<file path="config.mk">
export PLATFORM = sky130hd
export DESIGN_NAME = iovr_response
export DESIGN_NICKNAME = d
export VERILOG_FILES = /design/src/rtl/iovr_pkg.sv /design/src/rtl/iovr_response.sv /design/src/rtl/iovr_unit_timer.sv
export VERILOG_INCLUDE_DIRS = /design/src /design/src/rtl
export SDC_FILE = /design/constraint.sdc
export NUM_CORES = 1
export LEC_CHECK = 0
export BUFFER_PORTS_ARGS = -buffer_cell sky130_fd_sc_hd__buf_4
export CORE_MARGIN = 3
export CORE_UTILIZATION = 55
export CTS_CLUSTER_SIZE = 10
export DETAILED_ROUTE_END_ITERATION = 16
export PLACE_DENSITY = 0.75
export RECOVER_POWER = 50
export SYNTH_ARGS = -nofsm -noshare
export SYNTH_HDL_FRONTEND = slang
export SYNTH_SLANG_ARGS = --single-unit
</file>
<file path="constraint.sdc">
create_clock -name clk_in -period 5.2 [get_ports clk_in]
set_clock_uncertainty 0.2 [all_clocks]
set_input_delay 0.78 -clock clk_in [delete_from_list [all_inputs] [get_ports clk_in]]
set_output_delay 0.78 -clock clk_in [all_outputs]
set_load 0.01 [all_outputs]
</file>
<file path="src/rtl/iovr_cfg.svh">
// constants for the input over-voltage warning response block
`ifndef IOVR_CFG_SVH
`define IOVR_CFG_SVH
// ----------------------------------------
// register map and fields
// ----------------------------------------
`define IOVR_ACTION_OFFSET 8'hC4
`define IOVR_ACTION_RESET 8'h00
`define IOVR_RESP_HI 7
`define IOVR_RESP_LO 6
`define IOVR_RETRY_HI 5
`define IOVR_RETRY_LO 3
`define IOVR_DELAY_HI 2
`define IOVR_DELAY_LO 0
`define IOVR_RETRY_NONE 3'h0
`define IOVR_RETRY_FOREVER 3'h7
// ----------------------------------------
// timing
// ----------------------------------------
`define IOVR_UNIT_W 16
`define IOVR_UNIT_CNT_RESET 16'h00FA
`endif

</file>
<file path="src/rtl/iovr_pkg.sv">
// types for the input over-voltage warning response block
package iovr_pkg;
    typedef enum logic [1:0] {
        IOVR_RESP_IGNORE,
        IOVR_RESP_DELAY,
        IOVR_RESP_RETRY,
        IOVR_RESP_LATCH
    } iovr_resp_t;
    typedef enum logic [2:0] {
        IOVR_RUN,
        IOVR_GRACE,
        IOVR_OFF_WAIT,
        IOVR_RESTART,
        IOVR_LATCHED
    } iovr_state_t;
endpackage

</file>
<file path="src/rtl/iovr_response.sv">
// input over-voltage warning fault-response controller
// limitation: only a rising warning starts a reaction, so a warning that
// stays high through a clear is not acted on again until it falls and rises
`timescale 1ns/1ps
`include "iovr_cfg.svh"
module iovr_response
    import iovr_pkg::*;
(
    input wire logic clk_in,
    input wire logic reset_in,
    input wire logic wr_en_in,
    input wire logic [7:0] wr_addr_in,
    input wire logic [7:0] wr_data_in,
    input wire logic [7:0] rd_addr_in,
    input wire logic [`IOVR_UNIT_W-1:0] unit_cycles_in,
    input wire logic warn_in,
    input wire logic clear_in,
    input wire logic cmd_on_in,
    input wire logic other_fault_in,
    output logic [7:0] rd_data_out,
    output logic output_enable_out,
    output logic latched_off_out,
    output logic warn_active_out
);
    // ----------------------------------------
    // configuration register
    // ----------------------------------------
    // one byte holds the whole reaction: response, retry count and delay code
    logic [7:0] action_reg;
    logic warn_prev_reg;
    logic on_prev_reg;
    iovr_state_t state_reg, state_next;
    logic [2:0] tries_reg, tries_next;
    logic timer_start;
    logic timer_done;

    wire action_hit = wr_en_in && (wr_addr_in == `IOVR_ACTION_OFFSET);
    wire [1:0] resp_field = action_reg[`IOVR_RESP_HI:`IOVR_RESP_LO];
    wire [2:0] retry_field = action_reg[`IOVR_RETRY_HI:`IOVR_RETRY_LO];
    wire [2:0] delay_field = action_reg[`IOVR_DELAY_HI:`IOVR_DELAY_LO];
    wire warn_rise = warn_in && !warn_prev_reg;
    // off-then-on command: rising edge of cmd_on clears a latched fault
    wire on_rise = cmd_on_in && !on_prev_reg;
    // a status-bit clear and a fault-clear command arrive merged on clear_in
    wire clear_any = clear_in || on_rise;
    wire retry_forever = (retry_field == `IOVR_RETRY_FOREVER);
    // attempts left
    // three bits cannot wrap here: finite limits stop after at most six attempts
    wire [2:0] tries_inc = tries_reg + 3'h1;
    wire retry_left = retry_forever || (tries_inc < retry_field);
    wire [7:0] rd_next = (rd_addr_in == `IOVR_ACTION_OFFSET) ? action_reg : 8'h00;

    // register write
    // writes to any other command code fall through untouched
    always_ff @(posedge clk_in or posedge reset_in) begin
        if (reset_in) begin
            action_reg <= `IOVR_ACTION_RESET;
        end else if (action_hit) begin
            action_reg <= wr_data_in;
        end
    end

    // ----------------------------------------
    // delay timer
    // ----------------------------------------
    // limitation: the done pulse is registered, so each timed wait ends one
    // cycle after its last unit; negligible against any real time unit
    // power-of-two units
    iovr_unit_timer u_timer (
        .clk_in(clk_in),
        .reset_in(reset_in),
        .start_in(timer_start),
        .exp_in(delay_field),
        .unit_cycles_in(unit_cycles_in),
        .done_out(timer_done)
    );

    // ----------------------------------------
    // response state machine
    // ----------------------------------------
    // next state; the timer is started on every entry to a timed state
    always_comb begin
        state_next = state_reg;
        tries_next = tries_reg;
        timer_start = 1'b0;
        case (state_reg)
            IOVR_RUN: begin
                if (warn_rise) begin
                    case (iovr_resp_t'(resp_field))
                        IOVR_RESP_IGNORE: state_next = IOVR_RUN;
                        IOVR_RESP_DELAY: begin
                            state_next = IOVR_GRACE;
                            timer_start = 1'b1;
                        end
                        IOVR_RESP_RETRY: begin
                            tries_next = 3'h0;
                            state_next = (retry_field == `IOVR_RETRY_NONE) ?
                                IOVR_LATCHED : IOVR_OFF_WAIT;
                            timer_start = 1'b1;
                        end
                        IOVR_RESP_LATCH: state_next = IOVR_LATCHED;
                        default: state_next = IOVR_RUN;
                    endcase
                end
            end
            IOVR_GRACE: begin
                // the warning is judged again only when the delay runs out
                // act only if still present
                if (timer_done) begin
                    tries_next = 3'h0;
                    if (!warn_in) begin
                        state_next = IOVR_RUN;
                    end else if (retry_field == `IOVR_RETRY_NONE) begin
                        state_next = IOVR_LATCHED;
                    end else begin
                        state_next = IOVR_OFF_WAIT;
                        timer_start = 1'b1;
                    end
                end
            end
            IOVR_OFF_WAIT: begin
                // a clear in this state is taken after the case and wins
                // stop on command off or other fault
                if (!cmd_on_in || other_fault_in) begin
                    state_next = IOVR_LATCHED;
                end else if (timer_done) begin
                    state_next = IOVR_RESTART;
                end
            end
            IOVR_RESTART: begin
                // the output is on for this one cycle; a quiet warning means success
                // count attempts
                if (!retry_forever) begin
                    tries_next = tries_inc;
                end
                if (!warn_in) begin
                    state_next = IOVR_RUN;
                end else if (retry_left) begin
                    state_next = IOVR_OFF_WAIT;
                    timer_start = 1'b1;
                end else begin
                    state_next = IOVR_LATCHED;
                end
            end
            IOVR_LATCHED: begin
                // cleared only by clear or off-on
                if (clear_any) begin
                    state_next = IOVR_RUN;
                end
            end
            default: state_next = IOVR_RUN;
        endcase
        // a pending clear also ends a retry sequence
        if (clear_in && (state_reg == IOVR_OFF_WAIT)) begin
            state_next = IOVR_RUN;
        end
    end

    // state and edge history
    // the on command idles high, so its history resets high: no false off-on edge
    always_ff @(posedge clk_in or posedge reset_in) begin
        if (reset_in) begin
            state_reg <= IOVR_RUN;
            tries_reg <= 3'h0;
            warn_prev_reg <= 1'b0;
            on_prev_reg <= 1'b1;
        end else begin
            state_reg <= state_next;
            tries_reg <= tries_next;
            warn_prev_reg <= warn_in;
            on_prev_reg <= cmd_on_in;
        end
    end

    // ----------------------------------------
    // outputs
    // ----------------------------------------
    // output decode from the next state, so each status port comes straight from a
    // flop in step with the state register, with no added cycle of latency and no decode path to the pins
    wire next_is_on = (state_next == IOVR_RUN) || (state_next == IOVR_GRACE) ||
        (state_next == IOVR_RESTART);
    // the stage only runs while the on command stands; a dropped command wins
    wire enable_next = cmd_on_in && next_is_on;
    wire latched_next = (state_next == IOVR_LATCHED);
    wire active_next = (state_next != IOVR_RUN);

    always_ff @(posedge clk_in or posedge reset_in) begin
        if (reset_in) begin
            rd_data_out <= 8'h00;
            output_enable_out <= 1'b0;
            latched_off_out <= 1'b0;
            warn_active_out <= 1'b0;
        end else begin
            rd_data_out <= rd_next;
            output_enable_out <= enable_next;
            latched_off_out <= latched_next;
            warn_active_out <= active_next;
        end
    end
endmodule

</file>
<file path="src/rtl/iovr_unit_timer.sv">
// delay timer counting 2^n time units of a programmable cycle length
`timescale 1ns/1ps
`include "iovr_cfg.svh"
module iovr_unit_timer (
    input wire logic clk_in,
    input wire logic reset_in,
    input wire logic start_in,
    input wire logic [2:0] exp_in,
    input wire logic [`IOVR_UNIT_W-1:0] unit_cycles_in,
    output logic done_out
);
    logic [`IOVR_UNIT_W-1:0] tick_reg;
    logic [7:0] units_reg;
    logic run_reg;
    wire unit_end = (tick_reg == unit_cycles_in) || (unit_cycles_in == 16'h0000);
    // ----------------------------------------
    // counters
    // ----------------------------------------
    // restart on start_in; one-cycle done when the last unit ends
    always_ff @(posedge clk_in or posedge reset_in) begin
        if (reset_in) begin
            tick_reg <= 16'h0000;
            units_reg <= 8'h00;
            run_reg <= 1'b0;
            done_out <= 1'b0;
        end else if (start_in) begin
            tick_reg <= 16'h0001;
            units_reg <= 8'(8'h01 << exp_in);
            run_reg <= 1'b1;
            done_out <= 1'b0;
        end else if (run_reg && unit_end) begin
            tick_reg <= 16'h0001;
            units_reg <= units_reg - 8'h01;
            run_reg <= (units_reg != 8'h01);
            done_out <= (units_reg == 8'h01);
        end else begin
            tick_reg <= run_reg ? tick_reg + 16'h0001 : tick_reg;
            done_out <= 1'b0;
        end
    end
endmodule

</file>
# [Yosys cells after proc, flatten, opt, wreduce, memory -nomap -nowiden]
# Cells that the tools add are included.
[word_totals] regBits=53 input_bits=47 wordCells=99
[classes] addsub=3 n_lt_le_gt_ge=1 eq_ne=20 shift=1 n_mux=35 n_reduce_logical=26
[op_table] operator="16-bit 2-to-1 mux" count=3
[op_table] operator="3-bit 2-to-1 mux" count=14
[op_table] operator="8-bit 2-to-1 mux" count=3
[op_table] operator="16-bit by 1-bit adder with 16-bit output, second input constant" count=1
[op_table] operator="16-bit equality test" count=1
[op_table] operator="8-bit equality test, second input constant" count=2
[op_table] operator="16-bit logical NOT" count=1
[op_table] operator="3-bit one-hot mux with 5 select lines" count=1
[op_table] operator="3-bit one-hot mux with 4 select lines" count=1
[op_table] operator="1-bit 2-to-1 mux" count=11
[op_table] operator="3-bit by 2-bit equality test with 1-bit output, second input constant" count=3
[op_table] operator="3-bit equality test, second input constant" count=3
[op_table] operator="3-bit logical NOT" count=3
[op_table] operator="3-bit one-hot mux with 3 select lines" count=1
[op_table] operator="3-bit nonzero test" count=3
[op_table] operator="8-bit by 1-bit equality test with 1-bit output, second input constant" count=1
[op_table] operator="8-bit by 1-bit inequality test with 1-bit output, second input constant" count=1
[op_table] operator="1-bit by 3-bit << shifter with 8-bit output, first input constant" count=1
[op_table] operator="8-bit by 1-bit subtractor with 8-bit output, second input constant" count=1
[op_table] operator="3-bit by 1-bit equality test with 1-bit output, second input constant" count=2
[op_table] operator="1-bit logical AND" count=6
[op_table] operator="1-bit logical OR" count=6
[op_table] operator="5-bit AND reduction" count=1
[op_table] operator="2-bit equality test, second input constant" count=2
[op_table] operator="10 further kinds" count=14

# [Logic depth before layout (Yosys ltp)]
[depth] ltp_word=11 depth_mapped=10 ltp_nobuf=9

# [Modules after synthesis]
# From an unflattened synthesis, not the netlist that was laid out.
[hier_totals] hier_cells=318 area_unflattened_um2=3144.3
[modules_own_cells] module="iovr_unit_timer" n_inst=1 cells_per_inst=194 area_per_inst_um2=1749.2 seq_area_each_um2=650.6
[modules_own_cells] module="iovr_response" n_inst=1 cells_per_inst=124 area_per_inst_um2=1395.1 seq_area_each_um2=676.9

# [Least setup slack after synthesis]
# No wires, ideal clock.
[synth_path] kind="register -> register" startpoint="register tries_reg[0]" endpoint="register u_timer.tick_reg[7]" setup_time_ns=0.124 arrival_time_ns=2.452 required_ns=4.876 path_slack_ns=2.424 stages_incl_launch_ff=10 cell_sequence="dfrtp_1 -> ha_1 -> ha_1 -> a21boi_1 -> o311a_1 -> o311ai_4 -> nand4bb_4 -> buf_6 -> nor2_1 -> a211o_1"
[synth_between] elab_chain_len=7 elab_cells_between_ends=8
[synth_lines] element="start, declared" line="iovr_response.sv:33" rtl="logic [2:0] tries_reg, tries_next;"
[synth_lines] element="start signal, assigned" line="iovr_response.sv:169" rtl="tries_reg <= tries_next;"
[synth_lines] element="3-bit by 1-bit adder with 3-bit output *" line="iovr_response.sv:49" rtl="wire [2:0] tries_inc = tries_reg + 3'h1;"
[synth_lines] element="3-bit < comparator *" line="iovr_response.sv:50" rtl="wire retry_left = retry_forever || (tries_inc < retry_field);"
[synth_lines] element="1-bit logical OR *" line="iovr_response.sv:50"
[synth_lines] element="1-bit 2-to-1 mux *" line="iovr_response.sv:138" rtl="end else if (retry_left) begin"
[synth_lines] element="1-bit 2-to-1 mux *" line="iovr_response.sv:136" rtl="if (!warn_in) begin"
[synth_lines] element="1-bit one-hot mux with 3 select lines *" line="iovr_response.sv:86" rtl="case (state_reg)"
[synth_lines] element="3-bit nonzero test (no source line) / 16-bit 2-to-1 mux (equally long branches)"
[synth_lines] element="end signal, assigned" line="iovr_unit_timer.sv:37" rtl="tick_reg <= run_reg ? tick_reg + 16'h0001 : tick_reg;"
[synth_lines] element="end, declared" line="iovr_unit_timer.sv:12" rtl="logic [`IOVR_UNIT_W-1:0] tick_reg;"
# Every way passes the cells marked *; elsewhere a longest branch is shown, timed or not.
# A chain may end at the register's enable or synchronous reset.

==> results.tsv <==
stage	metric	value	unit
routing	via count	2539	
yosys	register bit total from synthesis	53	
power	leakage	0.00177	uW
placed_design	DP Worst Slack	2.12	ns
routing	final wirelength	6690	um
global_routing	largest net degree at the start of global routing	54	
yosys	number of synthesized flops with an enable pin	0	
sta	Worst Tran Pin Value	2.82	ns
worst_hold_path	HP Class	flop to flop	
cts	hold_buf cts	0	
yosys	syn nets	368	
global_routing	Global Route Usage Sum	0.223	
yosys	Synth Area in Simple Gates	0.255	
worst_setup_path	cell-by-cell trace of the critical path	clkbuf_4 > inv_1 > clkbuf_1	
yosys	Post-synth top cells	dfrtp_1, nand2_1, xor2_1, inv_1, nor2_1	
finish	final instance area	3720	um2
cts	cts bufs inserted	5	
worst_setup_path	CP top delay family	buffers and inverters	
sta	Final min period	3.32	ns
yosys	Synth area leader	dfrtp_1	
cts	post-CTS setup buffer count	0	
status	violated checks	max-capacitance violations, max-slew violations	
routing	drt via density	5.81	
cts	htree depth	2	
floorplan	FP Rows	26	
worst_setup_path	worst path required time	4.82	ns
yosys	mapped cell area	3140	um2
worst_setup_path	CP max FO	53	
yosys	Synth async-reset ratio	1.00	
worst_setup_path	crit path DAT	2.94	ns
finish	Layout Nets	423	
floorplan	number of top-level pins	58	
routing	DR WL/cell	15.3	um
worst_setup_path	Buf/Inv on CP	3	
sta	final setup margin	1.88	ns
finish	fin cells	437	
yosys	largest family of logic cells by synthesized area	simple AND/OR/NAND/NOR gates	
cts	post_cts resized	0	
yosys	Ys Warns	0	
cts	Root Buffer	clkbuf_8	
cts	CTS clk-pin slew, worst paths	0.09	ns
placed_design	Placed Instances	429	
sta	Final period util	0.639	
floorplan	Die H	81.6	um
cts	CTS tree	done	
cts	Clock Latency Late Sink	0.31	ns
finish	Antenna Diode Count	0	
placed_design	Port Buffers	57	
yosys	compound-cell area share of the yosys netlist	0.144	
floorplan	area of the die	6650	um2
power	PD cells	265	nW/um2
yosys	Mapped Cells	311	
floorplan	Initial Utilization	0.592	
yosys	Synth Area in Adders	0.0399	
global_routing	vias in the first global route	2448	
sta	fin. max-slew vios	54	
yosys	mux cell area share after synthesis	0.0323	
placed_design	HPWL after detailed placement	5020	um
floorplan	core area	5300	um2
yosys	top-count cell post-synth	dfrtp_1	
power	total chip power	986	uW
cts	clock buffer depth	2	
finish	layout cell share with drive strength beyond 1	0.240	
sta	slew margin rel.	-0.878	
routing	DRT antenna net count	0	
placed_design	GPL Wtd Cong	0.894	
worst_setup_path	critical path endpoint category	async pin	
yosys	synth unique cells	54	
sta	Setup violations, final	0	
yosys	dominant synthesized flop cell	dfrtp_1	
worst_setup_path	Slowest cell on crit path	clkbuf_1	
sta	fmax	301	MHz
cts	Num Clock Sinks	53	
yosys	Avg Synthesized Cell Area	10.1	um2
global_routing	grt total ovfl	0	
yosys	Post-Synth XOR/XNOR Area	0.0725	
placed_design	Placement Cell Area	3620	um2
flow_run	Max Cap Viol	1	
status	outcome	finished, violations left	
finish	Area growth syn-to-layout	18.4	%
finish	max reg flops	16	
worst_setup_path	kind of critical path	primary input to async pin	
sta	Setup TNS	0	ns
routing	DR pass1 iterations	4	
worst_setup_path	max incr delay on CP	1.98	ns
floorplan	Die Width	81.6	um
yosys	top-area cell type share of the netlist area	0.415	
sta	unrepaired setup endpoints after global routing	false	
routing	initial detailed-routing violation count	144	
power	Max IR drop VDD	0.175	mV
global_routing	first-pass GRT wire length	11300	um
sta	final hold vios	0	
routing	DRC violation count after routing	0	
worst_setup_path	Worst setup SP type	primary input	
yosys	dominant cells by area after synthesis	dfrtp_1, xor2_1, ha_1, mux2_2, nand2_1	
yosys	Seq/Total Area, Yosys	0.423	
global_routing	initial antenna violation count	0	
cell type report:
| class | instances | area, um2 |
|---|---|---|
| multi-input cells | 233 | 1710 |
| fillers | 437 | 1590 |
| flip-flops and latches | 53 | 1330 |
| repair buffers | 59 | 420 |
| well taps | 70 | 87.6 |
| clock buffers | 6 | 82.6 |
| inverters | 14 | 52.6 |
| clock inverters | 2 | 37.5 |
kinds of logic after synthesis:
group                    Yosys count
buffers and inverters             25
AND/OR/NAND/NOR                  129
XOR/XNOR                          26
multiplexers                       9
adder cells (fa/ha/maj)           10
flip-flops                        53
AO/OA/AOI/OAI                     59
report_power, final:
part | leakage, uW | switching [uW] | internal, uW
Sequential | 0.000692 | 51.4 | 447
Combinational | 0.00102 | 102 | 95.3
Clock | 0.0000574 | 133 | 157
Total | 0.00177 | 287 | 699
metal layers:
metal  GRT usage  share of wire
met4      0.0726          0.013
met2       0.379           0.47
met1       0.275           0.45
met5           0              0
met3      0.0603          0.065
through the flow:
| stage | utilization | hold slack (ns) |
|---|---|---|
| after floorplan | - | 0.302 |
| after global placement | 0.682 | 0.344 |
| after detailed placement | 0.682 | 0.349 |
| after CTS | 0.705 | 0.361 |
| after global routing | 0.701 | 0.371 |
| final | 0.701 | 0.359 |
path summary, 6_finish.rpt:
kind / startpoint / end / slack, ns / depth (start not counted)
min: u_timer.tick_reg[0]$_DFFE_PP0P_ / u_timer.tick_reg[0]$_DFFE_PP0P_ / 0.36 / 1
max: reset_in / u_timer.tick_reg[4]$_DFFE_PP0P_ / 1.88 / 3
min in group asynchronous: reset_in / state_reg[0]$_DFF_PP0_ / 1.34 / 3
min reg2reg: u_timer.tick_reg[0]$_DFFE_PP0P_ / u_timer.tick_reg[0]$_DFFE_PP0P_ / 0.36 / 1
max in group clk_in: tries_reg[0]$_DFFE_PP0P_ / u_timer.tick_reg[9]$_DFFE_PP0P_ / 2.09 / 9
max reg2reg: tries_reg[0]$_DFFE_PP0P_ / u_timer.tick_reg[9]$_DFFE_PP0P_ / 2.09 / 9
layout by cell type (no fill, tap or decap), types with 5 or more instances in the layout:
master	Yosys	routed
mux2_2	9	9
clkbuf_1	5	6
buf_4	0	52
nor2_1	13	13
inv_1	14	14
or3_1	5	5
clkbuf_8	0	6
nand2_1	22	22
nor3_1	12	12
nor4_1	6	6
nor3b_1	7	7
nand3_1	11	11
and2_1	11	11
dfrtp_1	52	52
o21ai_0	10	10
a21oi_1	10	10
nor2b_1	7	7
xnor2_1	8	8
xor2_1	18	18
a21o_1	6	6
ha_1	10	10
nand4_1	9	9
worst register-to-register path: cells and delay by family, from the launching register on:
family          cells  cell delay, ns
simple gates        2            0.41
compound gates      4            1.06
buf+inv             1            0.33
fa+ha+maj           2            0.60
flops               1            0.42
(Power assumes the default switching activity.)
